==> src/hw/mcs_pkg.sv <==
// Constants shared by the module control and status registers.
// Assumes a 200 MHz module clock.
package mcs_pkg;
  // ----------------------------------------
  // Timing
  // ----------------------------------------
  localparam int CLK_NS = 5;
  localparam int I2C_QTR_NS = 1250;
  localparam int I2C_QTR_CYC = I2C_QTR_NS / CLK_NS;
  localparam int STROBE_NS = 200;
  localparam int STROBE_CYC = (STROBE_NS + CLK_NS - 1) / CLK_NS;
  // ----------------------------------------
  // Register indices
  // ----------------------------------------
  localparam logic [3:0] ADR_BOOT = 4'h0;
  localparam logic [3:0] ADR_STAT1 = 4'h1;
  localparam logic [3:0] ADR_STAT2 = 4'h2;
  localparam logic [3:0] ADR_VER_LOGIC = 4'h3;
  localparam logic [3:0] ADR_VER_FPGA = 4'h4;
  localparam logic [3:0] ADR_CAN_CTL = 4'h5;
  localparam logic [3:0] ADR_CAN_IRQ = 4'h6;
  localparam logic [3:0] ADR_I2C_CTL = 4'h7;
  localparam logic [3:0] ADR_I2C_STAT = 4'h8;
  localparam logic [3:0] ADR_I2C_ID = 4'h9;
  localparam logic [3:0] ADR_MOD_RST = 4'ha;
  // ----------------------------------------
  // Fields and reset values
  // ----------------------------------------
  localparam int BOOT_BIT = 0;
  localparam int COLL_LSB = 1;
  localparam int COLL_W = 3;
  localparam int GEO_LSB = 4;
  localparam int GEO_W = 8;
  localparam logic BOOT_RST = 1'b1;
  localparam int CAN_RST_BIT = 0;
  localparam int CAN_PROG_BIT = 1;
  localparam int IRQ_W = 4;
  localparam int I2C_DIR_BIT = 8;
  localparam int I2C_REG_LSB = 9;
  localparam int I2C_REG_W = 5;
  localparam int I2C_RST_BIT = 15;
  localparam logic [15:0] I2C_CTL_MASK = 16'hbfff;
  localparam int ID_W = 6;
  localparam int MOD_RST_BIT = 0;
endpackage : mcs_pkg

==> src/hw/mcs_pulse.sv <==
// Stretches a one-cycle request into a fixed-length strobe.
// Assumes trig is synchronous to clk.
`timescale 1ns/10ps
module mcs_pulse
  import mcs_pkg::*;
#(
  parameter int LEN = STROBE_CYC
) (
  input  logic clk,
  input  logic rstn,
  input  logic trig,
  output logic pulse
);
  typedef struct packed {
    logic [7:0] cnt;
    logic       q;
  } mcs_pulse_t;
  mcs_pulse_t s, n;

  always_comb begin
    n = s;
    if (trig) begin
      n.cnt = 8'(LEN - 1);
      n.q = 1'b1;
    end else if (s.cnt != 8'h00) begin
      n.cnt = s.cnt - 8'h01;
    end else begin
      n.q = 1'b0;
    end
  end

  always_ff @(posedge clk or negedge rstn) begin
    if (!rstn) s <= '0;
    else s <= n;
  end

  assign pulse = s.q;
endmodule : mcs_pulse

==> src/hw/mcs_i2c.sv <==
// Register access engine toward the timing receiver over I2C.
// Frame: address byte, register byte, data byte; open-drain pins.
`timescale 1ns/10ps
module mcs_i2c
  import mcs_pkg::*;
#(
  parameter int QTR = I2C_QTR_CYC
) (
  input  logic       clk,
  input  logic       rstn,
  input  logic       soft_rst,
  input  logic       launch,
  input  logic       dir,
  input  logic [4:0] regno,
  input  logic [7:0] wbyte,
  input  logic [5:0] base_id,
  input  logic       scl_in,
  input  logic       sda_in,
  output logic       scl_oe,
  output logic       sda_oe,
  output logic       busy,
  output logic       err,
  output logic [7:0] rbyte
);
  typedef enum logic [1:0] {
    ST_IDLE = 2'b00, ST_START = 2'b01, ST_BITS = 2'b10, ST_STOP = 2'b11
  } mcs_st_t;
  typedef struct packed {
    mcs_st_t     st;
    logic [1:0]  q;
    logic [15:0] div;
    logic [3:0]  bit_i;
    logic [1:0]  byte_i;
    logic [7:0]  sh;
    logic        dir;
    logic [4:0]  regno;
    logic [7:0]  wbyte;
    logic        busy;
    logic        err;
    logic [7:0]  rbyte;
    logic        scl_oe;
    logic        sda_oe;
  } mcs_i2c_t;
  mcs_i2c_t s, n;
  logic adv;
  logic rx;

  always_comb begin
    n = s;
    // Released clock held low by the target stretches the quarter
    adv = (s.div == 16'(QTR - 1)) && (s.scl_oe || scl_in);
    rx = (s.byte_i == 2'd2) && !s.dir;
    n.div = (s.st == ST_IDLE || adv) ? 16'h0000 : s.div + 16'h0001;
    if (adv) n.q = s.q + 2'd1;
    unique case (s.st)
      ST_IDLE: begin
        if (launch) begin
          n.st = ST_START;
          n.busy = 1'b1;
          n.err = 1'b0;
          n.q = 2'd0;
          n.sh = {base_id, 1'b0, ~dir};
          n.dir = dir;
          n.regno = regno;
          n.wbyte = wbyte;
          n.byte_i = 2'd0;
          n.bit_i = 4'd0;
        end
      end
      ST_START: if (adv) begin
        if (s.q == 2'd0) n.sda_oe = 1'b1;
        if (s.q == 2'd1) n.scl_oe = 1'b1;
        if (s.q == 2'd3) begin
          n.st = ST_BITS;
          n.sda_oe = ~s.sh[7];
        end
      end
      ST_BITS: if (adv) begin
        if (s.q == 2'd0) n.scl_oe = 1'b0;
        if (s.q == 2'd2) begin
          n.scl_oe = 1'b1;
          if (s.bit_i == 4'd8) begin
            if (!rx && sda_in) n.err = 1'b1;
            if (rx) n.rbyte = s.sh;
          end else begin
            n.sh = {s.sh[6:0], sda_in};
          end
        end
        if (s.q == 2'd3) begin
          if (s.bit_i == 4'd8) begin
            if (s.err || s.byte_i == 2'd2) begin
              n.st = ST_STOP;
              n.sda_oe = 1'b1;
            end else begin
              n.byte_i = s.byte_i + 2'd1;
              n.bit_i = 4'd0;
              n.sh = (s.byte_i == 2'd0) ? {3'h0, s.regno} : (s.dir ? s.wbyte : 8'hff);
              n.sda_oe = (s.byte_i == 2'd1 && !s.dir) ? 1'b0
                       : (s.byte_i == 2'd0 ? 1'b1 : ~s.wbyte[7]);
            end
          end else begin
            n.bit_i = s.bit_i + 4'd1;
            // Acknowledge slot and received bits leave the line free
            n.sda_oe = (s.bit_i == 4'd7 || rx) ? 1'b0 : ~s.sh[7];
          end
        end
      end
      ST_STOP: if (adv) begin
        if (s.q == 2'd0) n.scl_oe = 1'b0;
        if (s.q == 2'd1) n.sda_oe = 1'b0;
        if (s.q == 2'd2) begin
          n.st = ST_IDLE;
          n.busy = 1'b0;
        end
      end
    endcase
    if (soft_rst) n = '0;
  end

  always_ff @(posedge clk or negedge rstn) begin
    if (!rstn) s <= '0;
    else s <= n;
  end

  assign scl_oe = s.scl_oe;
  assign sda_oe = s.sda_oe;
  assign busy = s.busy;
  assign err = s.err;
  assign rbyte = s.rbyte;
endmodule : mcs_i2c

==> src/hw/mcs_regs.sv <==
// Module control and status registers of the read-out board.
// Assumes a host register port with single-cycle strobes and
// a timing receiver on an open-drain I2C pair.
//
// Operation
// - Boot bit drives loader mode pin, default one
// - Collection field, applied as soon as it is written
// - Geographic address strapped and used at power-up
// - Applied address moves timing/CAN, not collection
// - Status one shows per-device load success
// - Done bit follows loader done output
// - Error bit low on error, toggles on no card
// - Power-on-test bit high during loader reset
// - Link error bit while any counter nonzero
// - Timing ready bit mirrors receiver ready
// - Timing clock selected bit
// - Read-only version words with type and revision
// - CAN reset strobe, reads zero
// - CAN program bit, zero after reset
// - Four CAN interrupt strobes, read zero
// - Control change launches transfer unless busy, reset bit written or module reset on
// - Control holds data, direction, register number
// - Engine reset bit aborts transfer
// - Status holds read byte, busy, error
// - Base identifier register addresses receiver
// - Module reset strobe, reads zero
`timescale 1ns/10ps
module mcs_regs
  import mcs_pkg::*;
#(
  parameter logic [15:0] MODULE_TYPE = 16'h0a5c,  // Arbitrary value
  parameter logic [7:0]  LOGIC_TYPE = 8'h21,      // Arbitrary value
  parameter logic [7:0]  FPGA_TYPE = 8'h22,       // Arbitrary value
  parameter logic [7:0]  LOGIC_REV = 8'h01,
  parameter logic [7:0]  FPGA_REV = 8'h01,
  parameter int          QTR = I2C_QTR_CYC
) (
  input  logic        CLK,
  input  logic        RSTN,
  input  logic [3:0]  REG_ADDR,
  input  logic        REG_WR,
  input  logic        REG_RD,
  input  logic [31:0] REG_WDATA,
  output logic [31:0] REG_RDATA,
  input  logic [7:0]  GEO_STRAP,
  input  logic        HOST_DEVICE_LOADED,
  input  logic [4:0]  INPUT_DEVICES_LOADED,
  input  logic        SWITCH_DEVICE_LOADED,
  input  logic        MONITOR_DEVICE_LOADED,
  input  logic        CFG_DONE,
  input  logic        CFG_NO_ERROR,
  input  logic        CFG_POR_TEST,
  input  logic [4:0]  LINK_ERR_NZ,
  input  logic        TIMING_READY,
  input  logic        TIMING_CLOCK_SELECTED,
  output logic        BOOT_MODE_PIN,
  output logic [2:0]  COLLECTION,
  output logic [7:0]  GEO_ADDR,
  output logic        MODULE_RESET,
  output logic        CAN_RESET,
  output logic        CAN_PROGRAM,
  output logic [3:0]  CAN_IRQ,
  input  logic        SCL_IN,
  output logic        SCL_OUT,
  output logic        SCL_OE,
  input  logic        SDA_IN,
  output logic        SDA_OUT,
  output logic        SDA_OE
);
  // ----------------------------------------
  // State
  // ----------------------------------------
  typedef struct packed {
    logic        boot_mode;
    logic [2:0]  coll;
    logic [7:0]  geo;
    logic [7:0]  geo_live;
    logic        strap_done;
    logic        can_prog;
    logic [15:0] i2c_ctl;
    logic [5:0]  i2c_id;
    logic        launch;
    logic [31:0] rdata;
  } mcs_regs_t;
  localparam mcs_regs_t REGS_RST = '{boot_mode: BOOT_RST, default: '0};
  localparam int NSTB = IRQ_W + 2;

  mcs_regs_t s, n;
  logic [NSTB-1:0] strobe;
  logic [NSTB-1:0] pulse;
  logic [31:0] rd_word;
  logic        i2c_busy;
  logic        i2c_err;
  logic [7:0]  i2c_rbyte;
  logic        eng_rst;

  // ----------------------------------------
  // Register writes and reads
  // ----------------------------------------
  always_comb begin
    n = s;
    n.launch = 1'b0;
    strobe = '0;
    rd_word = 32'h0000_0000;
    // Straps are caught by the clock after reset, never by the reset
    if (!s.strap_done) begin
      n.strap_done = 1'b1;
      n.geo = GEO_STRAP;
      n.geo_live = GEO_STRAP;
      n.coll = GEO_STRAP[COLL_W-1:0];
    end
    if (REG_WR) begin
      case (REG_ADDR)
        ADR_BOOT: begin
          n.boot_mode = REG_WDATA[BOOT_BIT];
          n.coll = REG_WDATA[COLL_LSB +: COLL_W];
          n.geo = REG_WDATA[GEO_LSB +: GEO_W];
        end
        ADR_CAN_CTL: begin
          n.can_prog = REG_WDATA[CAN_PROG_BIT];
          strobe[IRQ_W] = REG_WDATA[CAN_RST_BIT];
        end
        ADR_CAN_IRQ: strobe[IRQ_W-1:0] = REG_WDATA[IRQ_W-1:0];
        ADR_I2C_CTL: begin
          n.i2c_ctl = REG_WDATA[15:0] & I2C_CTL_MASK;
          // A write that lands while busy is kept but starts nothing
          if (n.i2c_ctl != s.i2c_ctl && !i2c_busy && !REG_WDATA[I2C_RST_BIT])
            n.launch = 1'b1;
        end
        ADR_I2C_ID: n.i2c_id = REG_WDATA[ID_W-1:0];
        ADR_MOD_RST: if (REG_WDATA[MOD_RST_BIT]) begin
          strobe[IRQ_W+1] = 1'b1;
          // Boot settings survive so the reload uses them
          n.geo_live = s.geo;
          n.can_prog = 1'b0;
          n.i2c_ctl = '0;
        end
        default: ;
      endcase
    end
    case (REG_ADDR)
      ADR_BOOT: rd_word = {20'h00000, s.geo, s.coll, s.boot_mode};
      ADR_STAT1: rd_word = {21'h000000, CFG_POR_TEST, CFG_NO_ERROR, CFG_DONE,
                            MONITOR_DEVICE_LOADED, SWITCH_DEVICE_LOADED,
                            INPUT_DEVICES_LOADED, HOST_DEVICE_LOADED};
      ADR_STAT2: rd_word = {29'h00000000, TIMING_CLOCK_SELECTED,
                            TIMING_READY, |LINK_ERR_NZ};
      ADR_VER_LOGIC: rd_word = {LOGIC_REV, LOGIC_TYPE, MODULE_TYPE};
      ADR_VER_FPGA: rd_word = {FPGA_REV, FPGA_TYPE, MODULE_TYPE};
      ADR_CAN_CTL: rd_word = {30'h00000000, s.can_prog, 1'b0};
      ADR_I2C_CTL: rd_word = {16'h0000, s.i2c_ctl};
      ADR_I2C_STAT: rd_word = {22'h000000, i2c_err, i2c_busy, i2c_rbyte};
      ADR_I2C_ID: rd_word = {26'h0000000, s.i2c_id};
      default: rd_word = 32'h0000_0000;  // Strobe words read zero
    endcase
    if (REG_RD) n.rdata = rd_word;
  end

  always_ff @(posedge CLK or negedge RSTN) begin
    if (!RSTN) s <= REGS_RST;
    else s <= n;
  end

  // ----------------------------------------
  // Strobes
  // ----------------------------------------
  genvar gi;
  generate
    for (gi = 0; gi < NSTB; gi++) begin : g_stb
      mcs_pulse #(.LEN(STROBE_CYC)) u_pulse (
        .clk   (CLK),
        .rstn  (RSTN),
        .trig  (strobe[gi]),
        .pulse (pulse[gi])
      );
    end
  endgenerate

  // ----------------------------------------
  // Timing receiver access
  // ----------------------------------------
  // Engine reset is a level while the bit stays set
  assign eng_rst = s.i2c_ctl[I2C_RST_BIT] | MODULE_RESET;

  mcs_i2c #(.QTR(QTR)) u_i2c (
    .clk      (CLK),
    .rstn     (RSTN),
    .soft_rst (eng_rst),
    .launch   (s.launch),
    .dir      (s.i2c_ctl[I2C_DIR_BIT]),
    .regno    (s.i2c_ctl[I2C_REG_LSB +: I2C_REG_W]),
    .wbyte    (s.i2c_ctl[7:0]),
    .base_id  (s.i2c_id),
    .scl_in   (SCL_IN),
    .sda_in   (SDA_IN),
    .scl_oe   (SCL_OE),
    .sda_oe   (SDA_OE),
    .busy     (i2c_busy),
    .err      (i2c_err),
    .rbyte    (i2c_rbyte)
  );

  // ----------------------------------------
  // Outputs
  // ----------------------------------------
  assign REG_RDATA = s.rdata;
  assign BOOT_MODE_PIN = s.boot_mode;
  assign COLLECTION = s.coll;
  assign GEO_ADDR = s.geo_live;
  assign CAN_PROGRAM = s.can_prog;
  assign CAN_IRQ = pulse[IRQ_W-1:0];
  assign CAN_RESET = pulse[IRQ_W];
  assign MODULE_RESET = pulse[IRQ_W+1];
  assign SCL_OUT = 1'b0;
  assign SDA_OUT = 1'b0;
endmodule : mcs_regs

==> config.mk <==
export PLATFORM = sky130hd
export DESIGN_NAME = mcs_regs
export DESIGN_NICKNAME = d
export VERILOG_FILES = /design/src/hw/mcs_pkg.sv /design/src/hw/mcs_pulse.sv /design/src/hw/mcs_i2c.sv /design/src/hw/mcs_regs.sv
export SDC_FILE = /design/constraint.sdc
export NUM_CORES = 1
export LEC_CHECK = 0
export ABC_CLOCK_PERIOD_IN_PS = 5200
export BUFFER_PORTS_ARGS = -buffer_cell sky130_fd_sc_hd__buf_2
export CAP_MARGIN = 5
export CELL_PAD_IN_SITES_DETAIL_PLACEMENT = 1
export CELL_PAD_IN_SITES_GLOBAL_PLACEMENT = 2
export CORE_UTILIZATION = 40
export CTS_CLUSTER_SIZE = 10
export DETAILED_ROUTE_END_ITERATION = 7
export GPL_ROUTABILITY_DRIVEN = 0
export HOLD_SLACK_MARGIN = 0.15
export PLACE_DENSITY = 0.83
export SYNTH_ARGS = -nofsm -noshare
export SYNTH_HDL_FRONTEND = slang
export SYNTH_HIERARCHICAL = 1
export SYNTH_SLANG_ARGS = --single-unit
==> constraint.sdc <==
create_clock -name CLK -period 5.2 [get_ports CLK]
set_clock_uncertainty 0.2 [all_clocks]
set_input_delay 1.3 -clock CLK [delete_from_list [all_inputs] [get_ports CLK]]
set_output_delay 1.3 -clock CLK [all_outputs]
set_load 0.01 [all_outputs]
# After elaboration in Yosys (flattened, before gate mapping)
# Index checks and enable logic that the tools add are counted.
# word_totals
register_bits	191
wordCells	237
output_inout_bits	55
# classes
n_eq_ne	45
bitwise	4
add_sub_neg	10
n_reduce_logical	57
mux	85
# op_table
op	count
25-bit case mux with 9 select lines	1
8-bit 2-to-1 mux	14
9-bit 2-to-1 mux	7
60-bit 2-to-1 mux	1
14-bit 2-to-1 mux	4
8-bit nonzero test	6
8-bit by 1-bit subtractor with 8-bit output (second input constant)	6
3-bit by 2-bit inequality test with 1-bit output (second input constant)	12
16-bit case mux with 2 select lines	1
30-bit 2-to-1 mux	1
2-bit nonzero test	15
14-bit case mux with 2 select lines	1
1-bit 2-to-1 mux	26
2-bit 2-to-1 mux	12
11-bit 2-to-1 mux	2
4-bit by 3-bit == test with 1-bit output (second input constant)	5
10-bit 2-to-1 mux	2
20-bit 2-to-1 mux	1
19-bit 2-to-1 mux	1
17-bit 2-to-1 mux	1
16-bit by 1-bit adder with 16-bit output (second input constant)	1
16-bit by 8-bit == test with 1-bit output (second input constant)	1
4-bit == test (second input constant)	4
16-bit 2-to-1 mux	1
33 further kinds	75

# Logic depth before layout (Yosys ltp)
# Gate-level depths: netlist of the first run.
# logic_depth
ltp_word	10
mapped_depth	9
mapped_depth_nobuf	7

# Cells and area by module
# Netlist of the first run, hierarchy kept.
# by_module_without_submodules
module	instances	area_each_um2	cells_each
mcs_regs	1	3843.7	411
mcs_i2c	1	3402.0	371
mcs_pulse (g_stb[0].u_pulse ...)	5	466.7	47
mcs_pulse (g_stb[5].u_pulse)	1	464.2	45

# Worst setup path before layout of the first run
# Ideal clock, no wire load.
# synth_timing
path_kind	input to register
from	in REG_ADDR[2]
to	reg g_stb[1].u_pulse/s[8] in the netlist's numbering
required_time_ns	4.871
path_buffers	3
path_stages	9
setup_time_ns	0.129
arrival_time_ns	2.594
path_slack_ns	2.277
path_cell_list	buf_4 buf_2 nor2b_1 nand4b_1 nor2_1 clkbuf_1 nor2_1 nand2_1 mux2i_1
# synth_via
elab_chain_cells	4
elab_cells_between_ends	5
# synth_lines
item	line_no	text
start, declared	mcs_regs.sv:40	input logic [3:0] REG_ADDR,
4-bit by 3-bit == test with 1-bit output (*)	mcs_regs.sv:113	case (REG_ADDR)
4-bit 2-to-1 mux (*)	mcs_regs.sv:113	
6-bit 2-to-1 mux (*)	mcs_regs.sv:112	if (REG_WR) begin
via strobe[1]	mcs_regs.sv:89	logic [NSTB-1:0] strobe;
9-bit 2-to-1 mux / 2-bit nonzero test (equally long branches)	-	
end signal, assigned	mcs_pulse.sv:34	else s <= n;
end, declared	mcs_pulse.sv:18	mcs_pulse_t s, n;
# Mark *: on every way through the listed nets, which the timed path passes. The rest lies on a longest branch.
# A chain may end at the register's enable or synchronous reset.

==> results of run 1 <==
-- worst max-delay path by stage --
stage                            endpoint  slack [ns]
floorplan           g_stb[1].u_pulse/s[8]        2.28
finish                        GEO_ADDR[2]        1.64
detailed placement            GEO_ADDR[2]        1.19
CTS                           GEO_ADDR[2]        1.69
global route                  GEO_ADDR[5]        1.43
global placement              GEO_ADDR[0]        1.15
-- area by class of cell --
type	instances	area (sq um)	area share (%)
clock buffers	20	447	4.10
multi-input cells	736	4780	43.9
repair buffers	97	509	4.68
well taps	324	405	3.72
flip-flops and latches	176	4410	40.5
clock inverters	11	109	1.00
inverters	61	229	2.10
-- registers in the layout (all words and copies together) (netlist names) --
register,count
CAN_PROGRAM,1
u_i2c/rbyte,8
u_i2c/err,1
u_i2c/s,48
COLLECTION,3
u_i2c/sda_oe,1
s,31
g_stb.u_pulse/pulse,6
u_i2c/scl_oe,1
u_i2c/busy,1
BOOT_MODE_PIN,1
GEO_ADDR,8
g_stb.u_pulse/s,48
REG_RDATA,18
-- kinds of logic after synthesis --
logic type / after synthesis / share of synthesized area [%]
adders and majority gates: 22 / 2.74
DFF: 176 / 43.9
muxes: 22 / 2.63
other: 2 / 0.0748
AOI/OAI and AO/OA: 289 / 18.8
xor gates and xnor gates: 34 / 2.97
and+or+nand+nor: 353 / 19.8
buffers and inverters: 164 / 9.11
-- power by group --
| part | switching [uW] | total (uW) | internal, uW |
|---|---|---|---|
| Sequential | 338 | 2010 | 1670 |
| Clock | 571 | 1250 | 675 |
| Combinational | 673 | 1220 | 548 |
| Total | 1580 | 4480 | 2900 |
-- worst max-delay path, delay by kind of cell --
kind,cells,cell delay (ns)
AO/OA/AOI/OAI,1,0.21
AND/OR/NAND/NOR,2,1.68
buffers and inverters,1,0.44
-- through the flow --
stage	instances	worst slack (ns)
after floorplan	1076	2.28
after global placement	1394	1.15
after detailed placement	1394	1.19
after CTS	1425	1.69
after global routing	1425	1.43
final	1425	1.64
-- metal layers --
metal	wire length, um	global-route usage [%]
met1	13000	30.5
met2	12800	35.1
met3	1120	4.31
met4	329	5.11
met5	32	0
-- Yosys cell counts (all sizes together), types with 6 or more instances --
library cell    n
dfrtp         175
nand2          96
a21oi          87
buf            81
o21ai          76
nor2           67
inv            61
clkbuf         22
ha             22
nand4          22
nor3           22
xnor2          21
nor2b          20
a22o           19
nand3          19
or3            17
nand2b         16
mux2i          14
or4            13
xor2           13
a211o          12
o31ai          11
o22ai          10
a211oi          9
and2            9
a21o            8
a32o            8
nor4            8
mux2            6
nor4b           6
or3b            6
==> reports/qor.yml, run 1 <==
run_status:
  status: "finished, final reports clean"
run:
  maxCapViolations: 0
critical_path:
  cp.required_ns: 5.28
  crit_type: "in2reg"
  slowest_stage: "nor2_4"
  rr_startpoint: "u_i2c/s[58]"
  r2r_setup_slack_ns: 2.15
  worstPathCellList: "buf_2 > nand4bb_1 > nor2_4 > o21ai_0"
  crit_fanout: 26
  slowest_delay_ns: 0.86
  crit_start: "REG_ADDR[3]"
  reg2reg_depth: 7
  worstPathArrival_ns: 3.64
  r2r-end: "u_i2c/s[29]"
  endpoint_kind: "flop"
  crit_path_start_kind: "input pin"
floorplanning:
  fp.dieW_um: 160
  ios: 123
  initial_utilization_pct: 41.1
  core-area_sq_mm: 0.0245
  die_y_um: 160
  dieArea_sq_mm: 0.0257
  row_count: 57
timing:
  fmax_ghz: 0.281
  period_minus_slack_ns: 3.56
  rsz0062_at_grt: "false"
  maxSlewViolCount: 0
  whs_ns: 0.274
  setup-tns-final_ns: 0
  worstMarginPinSlew_ns: 1.09
  setup_viol: 0
  slew_headroom_pct: 26.9
  finalHoldViolations: 0
  fin_crit_sh_pct: 68.5
power:
  ir_drop_v: 0.000205
  power_uw: 4480
  p_leak_uw: 0.00473
  power.density_mw_per_mm2: 411
routing:
  drc: 0
  finalWirelength_um: 27300
  vias: 8016
  post_drt_wl_per_cell_um: 19.2
  initialDrtViolationCount: 465
  viasPerCell: 5.63
  antenna_left: 0
  first_pass_iters: 5
min_path:
  holdPathEnd: "g_stb[0].u_pulse/pulse"
  whs_path_depth: 1
  min_from: "g_stb[0].u_pulse/pulse"
  holdCritPathClass: "reg2reg"
grt:
  grt_pass1_vias: 8126
  grtUsageTotal_pct: 21.9
  grt_max_degree: 58
  antenna_found_initial: 3
  grt_pass1_wl_um: 44700
  grt.overflow.total: 0
clock_tree:
  worstSkewPairLatency_ns: 0.43
  cts_resized: 0
  cts_max_level: 4
  cts_max_path_buffers: 2
  cts.sinks: 176
  postCtsSetupRepairBufs: 0
  cts_buffers: 17
  cts_tree: "built"
  path_clk_slew_ns: 0.07
  root_buffer: "clkbuf_16"
  cts.hold.buffers_added: 0
layout:
  n_fill_cell: 2859
  syn_to_final_growth_pct: 8.40
  layout_commonest_cell: "dfrtp_1"
  final_cell_mix: "175 x dfrtp_1, 96 x nand2_1, 89 x buf_2"
  fin_util_pct: 44.5
  drive_gt1_share_pct: 15.6
  final_area_sq_mm: 0.0109
  diodes: 0
  fin_nets: 1179
logic_synthesis:
  avgSynthCellArea_sq_um: 9.46
  synthDistinctLibCells: 94
  yosysWarningCount: 6
  synth_area_sq_mm: 0.0100
  synth_top_area_share_pct: 43.6
  yosysTopAreaCell: "dfrtp_1"
  seq_area_frac_synth_pct: 43.9
  netlist_instances: 1062
  synth.area.top_cells: "dfrtp_1 44%, a21oi_1 4.3%, buf_4 4.2%"
  synth_flop_cell: "dfrtp_1"
  synth_edf_count: 0
  async_flop_share_pct: 100
  synth-seq-cells: 176
placed_design:
  io_buffer_count: 90
  place_hpwl_um: 19500
  placed_area_sq_mm: 0.0103
Note: power is estimated with default switching activity, not from simulation.
==> inputs of run 2 (changes only) <==
--- a/config.mk
+++ b/config.mk
@@ -5,17 +5,18 @@
 export SDC_FILE = /design/constraint.sdc
 export NUM_CORES = 1
 export LEC_CHECK = 0
-export ABC_CLOCK_PERIOD_IN_PS = 5200
+export ABC_AREA = 1
+export ABC_CLOCK_PERIOD_IN_PS = 2900
 export BUFFER_PORTS_ARGS = -buffer_cell sky130_fd_sc_hd__buf_2
 export CAP_MARGIN = 5
 export CELL_PAD_IN_SITES_DETAIL_PLACEMENT = 1
 export CELL_PAD_IN_SITES_GLOBAL_PLACEMENT = 2
-export CORE_UTILIZATION = 40
+export CORE_UTILIZATION = 31
 export CTS_CLUSTER_SIZE = 10
 export DETAILED_ROUTE_END_ITERATION = 7
 export GPL_ROUTABILITY_DRIVEN = 0
 export HOLD_SLACK_MARGIN = 0.15
-export PLACE_DENSITY = 0.83
+export PLACE_DENSITY = 0.74
 export SYNTH_ARGS = -nofsm -noshare
 export SYNTH_HDL_FRONTEND = slang
 export SYNTH_HIERARCHICAL = 1
==> constraint.sdc (replaced) <==
create_clock -name CLK -period 2.9 [get_ports CLK]
set_clock_uncertainty 0.2 [all_clocks]
set_input_delay 0.725 -clock CLK [delete_from_list [all_inputs] [get_ports CLK]]
set_output_delay 0.725 -clock CLK [all_outputs]
set_load 0.01 [all_outputs]
==> run 2 against run 1 <==
Against the previous run:
- sequential cell count is the same
- critical path depth grew 6
- register-to-register slack lost 1.6 ns
- critical path type is now reg2reg
==> reports/qor.yml, run 2 <==
run_status:
  status: "finished, final reports clean"
logic_synthesis:
  synth-adder-area-share_pct: 2.57  # -0.17 points
  yosysTopAreaCell: "dfrtp_1"
  synthMuxAreaShare_pct: 0.187  # -2.4 points
  synth.area.top_cells: "dfrtp_1 41%, nand2_1 15%, inv_1 6.2%"
  synth-xor-area-share_pct: 1.39  # -1.6 points
  synthDistinctLibCells: 46  # -51%
  synth.most_common_cell: "nand2_1"
  avgSynthCellArea_sq_um: 7.34  # -22%
  synth-seq-cells: 176  # unchanged
  netlist_instances: 1461  # +38%
  synth_top_area_share_pct: 40.8  # -2.8 points
  synth_area_sq_mm: 0.0107  # +6.8%
  async_flop_share_pct: 100  # unchanged
  synth_top_family_by_area: "simple AND/OR/NAND/NOR gates"
  synth-simple-area-share_pct: 33.4  # +14 points
  synth_edf_count: 0  # unchanged
  synth_compound_area_share_pct: 8.81  # -10 points
  yosys-top-cells-count: "416 x nand2_1, 178 x inv_1, 175 x dfrtp_1, 128 x nand3_1, 125 x nor2_1"
  seq_area_frac_synth_pct: 41.1  # -2.8 points
  yosysWarningCount: 6  # unchanged
  synth_flop_cell: "dfrtp_1"
floorplanning:
  die_y_um: 188  # +17%
  initial_utilization_pct: 31.7  # -9.3 points
  dieArea_sq_mm: 0.0353  # +37%
  ios: 123  # unchanged
  core-area_sq_mm: 0.0338  # +38%
  row_count: 67  # +18%
  fp.dieW_um: 188  # +17%
layout:
  fin_nets: 1613  # +37%
  final_cell_mix: "416 x nand2_1, 178 x inv_1, 175 x dfrtp_1"
  syn_to_final_growth_pct: 12.1
  top_regs: "g_stb.u_pulse/s: 48 flops, u_i2c/s: 48 flops, s: 31 flops"
  drive_gt1_share_pct: 15.7  # +0.068 points
  layout_commonest_cell: "nand2_1"
  n_fill_cell: 4255  # +49%
  fin_util_pct: 35.6  # -8.9 points
clock_tree:
  worstSkewPairLatency_ns: 0.45  # +0.02 ns
  cts_max_path_buffers: 2  # unchanged
  postCtsSetupRepairBufs: 0  # unchanged
  cts_buffers: 17  # unchanged
  cts.sinks: 176  # unchanged
  path_clk_slew_ns: 0.07  # about the same
  cts_tree: "built"
  cts_max_level: 4  # unchanged
  root_buffer: "clkbuf_16"
min_path:
  holdCritPathClass: "reg2reg"
routing:
  finalWirelength_um: 31800  # +17%
  first_pass_iters: 7  # +2
  post_drt_wl_per_cell_um: 16.0  # -16%
  viasPerCell: 4.70  # -17%
  antenna_left: 0  # unchanged
  drc: 0  # unchanged
  initialDrtViolationCount: 493  # +6.0%
  vias: 9320  # +16%
power:
  power_uw: 8440  # +88%
  p_leak_uw: 0.00614  # +30%
  ir_drop_v: 0.000428  # +110%
  power.density_mw_per_mm2: 702  # +71%
grt:
  antenna_found_initial: 3  # unchanged
  grt_pass1_vias: 9837  # +21%
  grt_pass1_wl_um: 53300  # +19%
  grt.overflow.total: 0  # unchanged
  grt_max_degree: 50  # -14%
  grtUsageTotal_pct: 19.1  # -2.8 points
timing:
  maxSlewViolCount: 0  # unchanged
  worstMarginPinSlew_ns: 0.921  # -0.166 ns
  fin_crit_sh_pct: 79.5
  setup-tns-final_ns: 0  # unchanged
  setup_viol: 0  # unchanged
  finalHoldViolations: 0  # unchanged
  rsz0062_at_grt: "false"
  period_minus_slack_ns: 2.31
  fmax_ghz: 0.434
  slew_headroom_pct: 38.6  # +12 points
critical_path:
  cp.required_ns: 3.03  # -2.25 ns
  endpoint_kind: "flop"
  crit_fanout: 12  # -54%
  crit_path_start_kind: "flop"
  crit_type: "reg2reg"
  worstPathArrival_ns: 2.44  # -1.20 ns
run:
  maxCapViolations: 0  # unchanged
placed_design:
  io_buffer_count: 90  # unchanged
  place_hpwl_um: 24200  # +24%
## run 2: cell count changes in the layout (fill, tap and decap cells not counted), sizes merged, moves of 17 or more
cell   change
nand2    +339
inv      +143
nand3    +118
nor2      +89
a21oi     -35
o21ai     +29
nor2b     -20
a22o      -19
buf       +18
or3       -17
## run 2: critical path, stage by stage, from the launching register on
cell and delay [ns]:
dfrtp_1 0.45, inv_1 0.10, ha_1 0.31, nand2_2 0.19, inv_2 0.16, nand2_2 0.16, nand2_1 0.11, a31oi_4 0.23
nand3_2 0.15, nand2_1 0.09, nand2_1 0.05
## run 2: final timing paths
check / start / endpoint / slack [ns] / cells past startpoint
max: u_i2c/s[58] / u_i2c/s[39] / 0.59 / 10
min: g_stb[2].u_pulse/pulse / g_stb[2].u_pulse/pulse / 0.27 / 2
max reg2reg: u_i2c/s[58] / u_i2c/s[39] / 0.59 / 10
min reg2reg: g_stb[2].u_pulse/pulse / g_stb[2].u_pulse/pulse / 0.27 / 2
max in group asynchronous: RSTN / g_stb[3].u_pulse/s[3] / 1.17 / 3
min in group asynchronous: RSTN / u_i2c/s[47] / 0.60 / 2
## run 2: area by class of cell
cell class	instances	area [sq um]	area share, %
Antenna cell	1	2.50	0.0208
Clock buffer	19	433	3.60
Clock inverter	13	163	1.35
Inverter	196	736	6.12
Multi-Input combinational cell	1015	5030	41.9
Sequential cell	176	4410	36.6
Tap cell	448	561	4.66
Timing Repair Buffer	117	689	5.73
## run 2: power by group
part,leakage [uW],switching (uW),internal [uW]
Sequential,0.00226,561,2990
Clock,0.000290,1130,1310
Combinational,0.00359,1550,903
## run 2: metrics by stage
step / instances / worst slack [ns] / hold slack, ns / area, sq um
final: 1985 / 0.594 / 0.273 / 12000
after detailed placement: 1951 / 0.225 / 0.261 / 11400
after global routing: 1984 / 0.381 / 0.306 / 12000
after floorplan: 1475 / 0.728 / 0.229 / 10800
after CTS: 1984 / 0.577 / 0.280 / 12000
after global placement: 1951 / 0.273 / 0.251 / 11400
## run 2: logic make-up after synthesis
logic type	count (synthesis)
buffers and inverters	284
XOR/XNOR	17
AO/OA/AOI/OAI	170
AND/OR/NAND/NOR	788
adder cells (fa/ha/maj)	22
other	2
multiplexers	2
flip-flops	176
## run 2: routing by layer
| metal | global-route usage [%] | wire length (um) | part of all wire, % | vias to the layer above |
|---|---|---|---|---|
| met5 | 0 | 21 | 0.066 | - |
| met4 | 3.63 | 248 | 0.78 | 4 |
| met3 | 3.71 | 846 | 2.7 | 18 |
| met2 | 31.8 | 15300 | 48 | 91 |
| met1 | 25.7 | 15400 | 48 | 4525 |
| li1 | - | - | - | 4682 |
## run 2: what timing repair did
item,4_1_cts,5_1_grt
hold buffers,1,0
gates resized for setup,0,0
hold endpoints to repair,45,0
==> inputs of run 3 (changes only) <==
--- a/config.mk
+++ b/config.mk
@@ -6,7 +6,7 @@
 export NUM_CORES = 1
 export LEC_CHECK = 0
 export ABC_AREA = 1
-export ABC_CLOCK_PERIOD_IN_PS = 2900
+export ABC_CLOCK_PERIOD_IN_PS = 2020
 export BUFFER_PORTS_ARGS = -buffer_cell sky130_fd_sc_hd__buf_2
 export CAP_MARGIN = 5
 export CELL_PAD_IN_SITES_DETAIL_PLACEMENT = 1
==> constraint.sdc (replaced) <==
create_clock -name CLK -period 2.02 [get_ports CLK]
set_clock_uncertainty 0.2 [all_clocks]
set_input_delay 0.505 -clock CLK [delete_from_list [all_inputs] [get_ports CLK]]
set_output_delay 0.505 -clock CLK [all_outputs]
set_load 0.01 [all_outputs]
==> run 3 against run 2 <==
Against the previous run:
- worst hold slack worse by 0.097 ns
- clock power is 48% higher
- clock-buffer cell count is 1 higher
- power is 48% higher
- largest power group unchanged
==> reports/qor.yml, run 3 (synthesis results as in run 2) <==
power:
  pwr-share-comb_pct: 30.6  # +1.5 points
  power.density_mw_per_mm2: 983  # +40%
  clkPwrFrac_pct: 28.8  # about the same
  power_uw: 12500  # +48%
  switching_power_uw: 4620  # +43%
  ir_drop_v: 0.000579  # +35%
  p_leak_uw: 0.00650  # +5.9%
  swShare_pct: 36.9  # -1.4 points
  intPower_uw: 7900  # +52%
  seq_power_share_pct: 40.6  # -1.5 points
clock_tree:
  cts_max_level: 4  # unchanged
  path_clk_slew_ns: 0.07  # about the same
  root_buffer: "clkbuf_16"
  worstSkewPairLatency_ns: 0.44  # about the same
  cts_buffers: 17  # unchanged
  cts.sinks: 176  # unchanged
  cts_tree: "built"
  cts_max_path_buffers: 2  # unchanged
placed_design:
  io_buffer_count: 90  # unchanged
  place_hpwl_um: 24900  # +3.1%
routing:
  antenna_left: 0  # unchanged
  viasPerCell: 4.68  # -0.27%
  vias: 9585  # +2.8%
  drc: 0  # unchanged
  post_drt_wl_per_cell_um: 15.8  # -1.6%
  finalWirelength_um: 32300  # +1.5%
  first_pass_iters: 4  # -3
  initialDrtViolationCount: 420  # -15%
floorplanning:
  core-area_sq_mm: 0.0338  # unchanged
  ios: 123  # unchanged
  fp.dieW_um: 188  # unchanged
  row_count: 67  # unchanged
  die_y_um: 188  # unchanged
  dieArea_sq_mm: 0.0353  # unchanged
  initial_utilization_pct: 31.7  # unchanged
run:
  maxCapViolations: 0  # unchanged
layout:
  drive_gt1_share_pct: 19.4  # +3.7 points
  fin_nets: 1675  # +3.8%
  layout_commonest_cell: "nand2_1"
  final_cell_mix: "414 x nand2_1, 176 x inv_1, 175 x dfrtp_1"
  top_regs: "g_stb.u_pulse/s: 48 flops, u_i2c/s: 48 flops, s: 31 flops"
  fin_util_pct: 37.7  # +2.1 points
  syn_to_final_growth_pct: 18.7
grt:
  grt.overflow.total: 0  # unchanged
  grt_max_degree: 44  # -12%
  grt_pass1_vias: 9896  # +0.60%
  grtUsageTotal_pct: 19.1  # about the same
  antenna_found_initial: 1  # -2
  grt_pass1_wl_um: 53200  # -0.21%
critical_path:
  cp.required_ns: 2.18  # -0.85 ns
  reg2reg_depth: 11  # +1
  r2r_setup_slack_ns: 0.09  # -0.50 ns
  endpoint_kind: "flop"
  worstPathArrival_ns: 2.09  # -0.35 ns
  crit_fanout: 6  # -6
  crit_type: "reg2reg"
  crit_path_start_kind: "flop"
timing:
  whs_ns: 0.176  # -0.0972 ns
  rsz0062_at_grt: "true"
  period_minus_slack_ns: 1.93  # -0.378 ns
  setup-tns-final_ns: 0  # unchanged
  maxSlewViolCount: 0  # unchanged
  fin_crit_sh_pct: 95.5  # +16 points
  fmax_ghz: 0.519  # +20%
  finalHoldViolations: 0  # unchanged
  setup_viol: 0  # unchanged
min_path:
  whs_path_depth: 3  # +1
  holdCritPathClass: "in2reg"
run_status:
  status: "finished, final reports clean"
-- run 3: cell types whose count changed in the layout (fill, tap and decap cells not counted), sizes merged --
| cell | previous run | this run |
|---|---|---|
| dlygate4sd3 | 1 | 7 |
| bufinv | 2 | 4 |
| buf | 115 | 170 |
| inv | 206 | 196 |
| clkinvlp | 1 | 2 |
| clkbuf | 20 | 22 |
| clkinv | 0 | 6 |
-- run 3: power by group through the flow --
stage | registers [uW] | clock network (uW) | logic, uW
6_report | 5080 | 3600 | 3830
5_1_grt | 5210 | 3850 | 4380
4_1_cts | 5090 | 3720 | 3810
3_5_place_dp | 5150 | 0 | 3780
3_3_place_gp | 5140 | 0 | 3640
2_1_floorplan | 4950 | 0 | 2740
-- run 3: worst max-delay path, stage by stage (launching register included) --
cell and delay [ns]:
dfrtp_1 0.40, or2_2 0.32, clkinv_4 0.10, nand2_2 0.08, inv_4 0.12, nand2_2 0.07
buf_4 0.14, o21ai_1 0.11, nor2_1 0.08, nand2_1 0.10, nand2_1 0.05, o21ai_1 0.08
-- run 3: cell type report --
class | count | area, sq um
multi-input combinational | 1015 | 5090
tap | 448 | 561
clock inverter | 12 | 184
inverter | 196 | 747
timing repair buffer | 179 | 1290
fill | 4223 | 21100
clock buffer | 20 | 437
sequential | 176 | 4410
antenna | 1 | 2.50
-- run 3: through the flow --
step	area (sq um)	setup slack, ns	instances
2_1_floorplan	10800	0.0677	1475
3_3_place_gp	11900	-0.0608	2002
3_5_place_dp	11900	-0.115	2002
4_1_cts	12600	0.0000759	2041
5_1_grt	12700	-0.0115	2047
6_report	12700	0.0917	2047
-- run 3: what timing repair did --
action | CTS | global route
buffers inserted | 0 | 4
gates resized for setup | 1 | 22
pin swaps | 0 | 7
endpoints found under the setup margin | 1 | 44
hold buffers | 7 | 0
cloned | 0 | 1
hold endpoints to repair | 42 | 0
-- run 3: path summary, 6_finish.rpt --
| check | start | endpoint |
|---|---|---|
| min reg2reg | REG_RDATA[0] | REG_RDATA[0] |
| max | g_stb[5].u_pulse/pulse | u_i2c/sda_oe |
| min in group asynchronous | RSTN | u_i2c/s[46] |
| max in group asynchronous | RSTN | u_i2c/s[58] |
| max reg2reg | g_stb[5].u_pulse/pulse | u_i2c/sda_oe |
| min | REG_WDATA[15] | s[54] |
-- run 3: layer usage --
| metal | up-vias | wire length [um] | GRT usage, % |
|---|---|---|---|
| met2 | 100 | 15200 | 31.1 |
| met1 | 4648 | 15900 | 26.2 |
| met3 | 26 | 745 | 2.70 |
| met4 | 0 | 487 | 5.78 |
| met5 | - | 0 | 0 |
| li1 | 4811 | - | - |
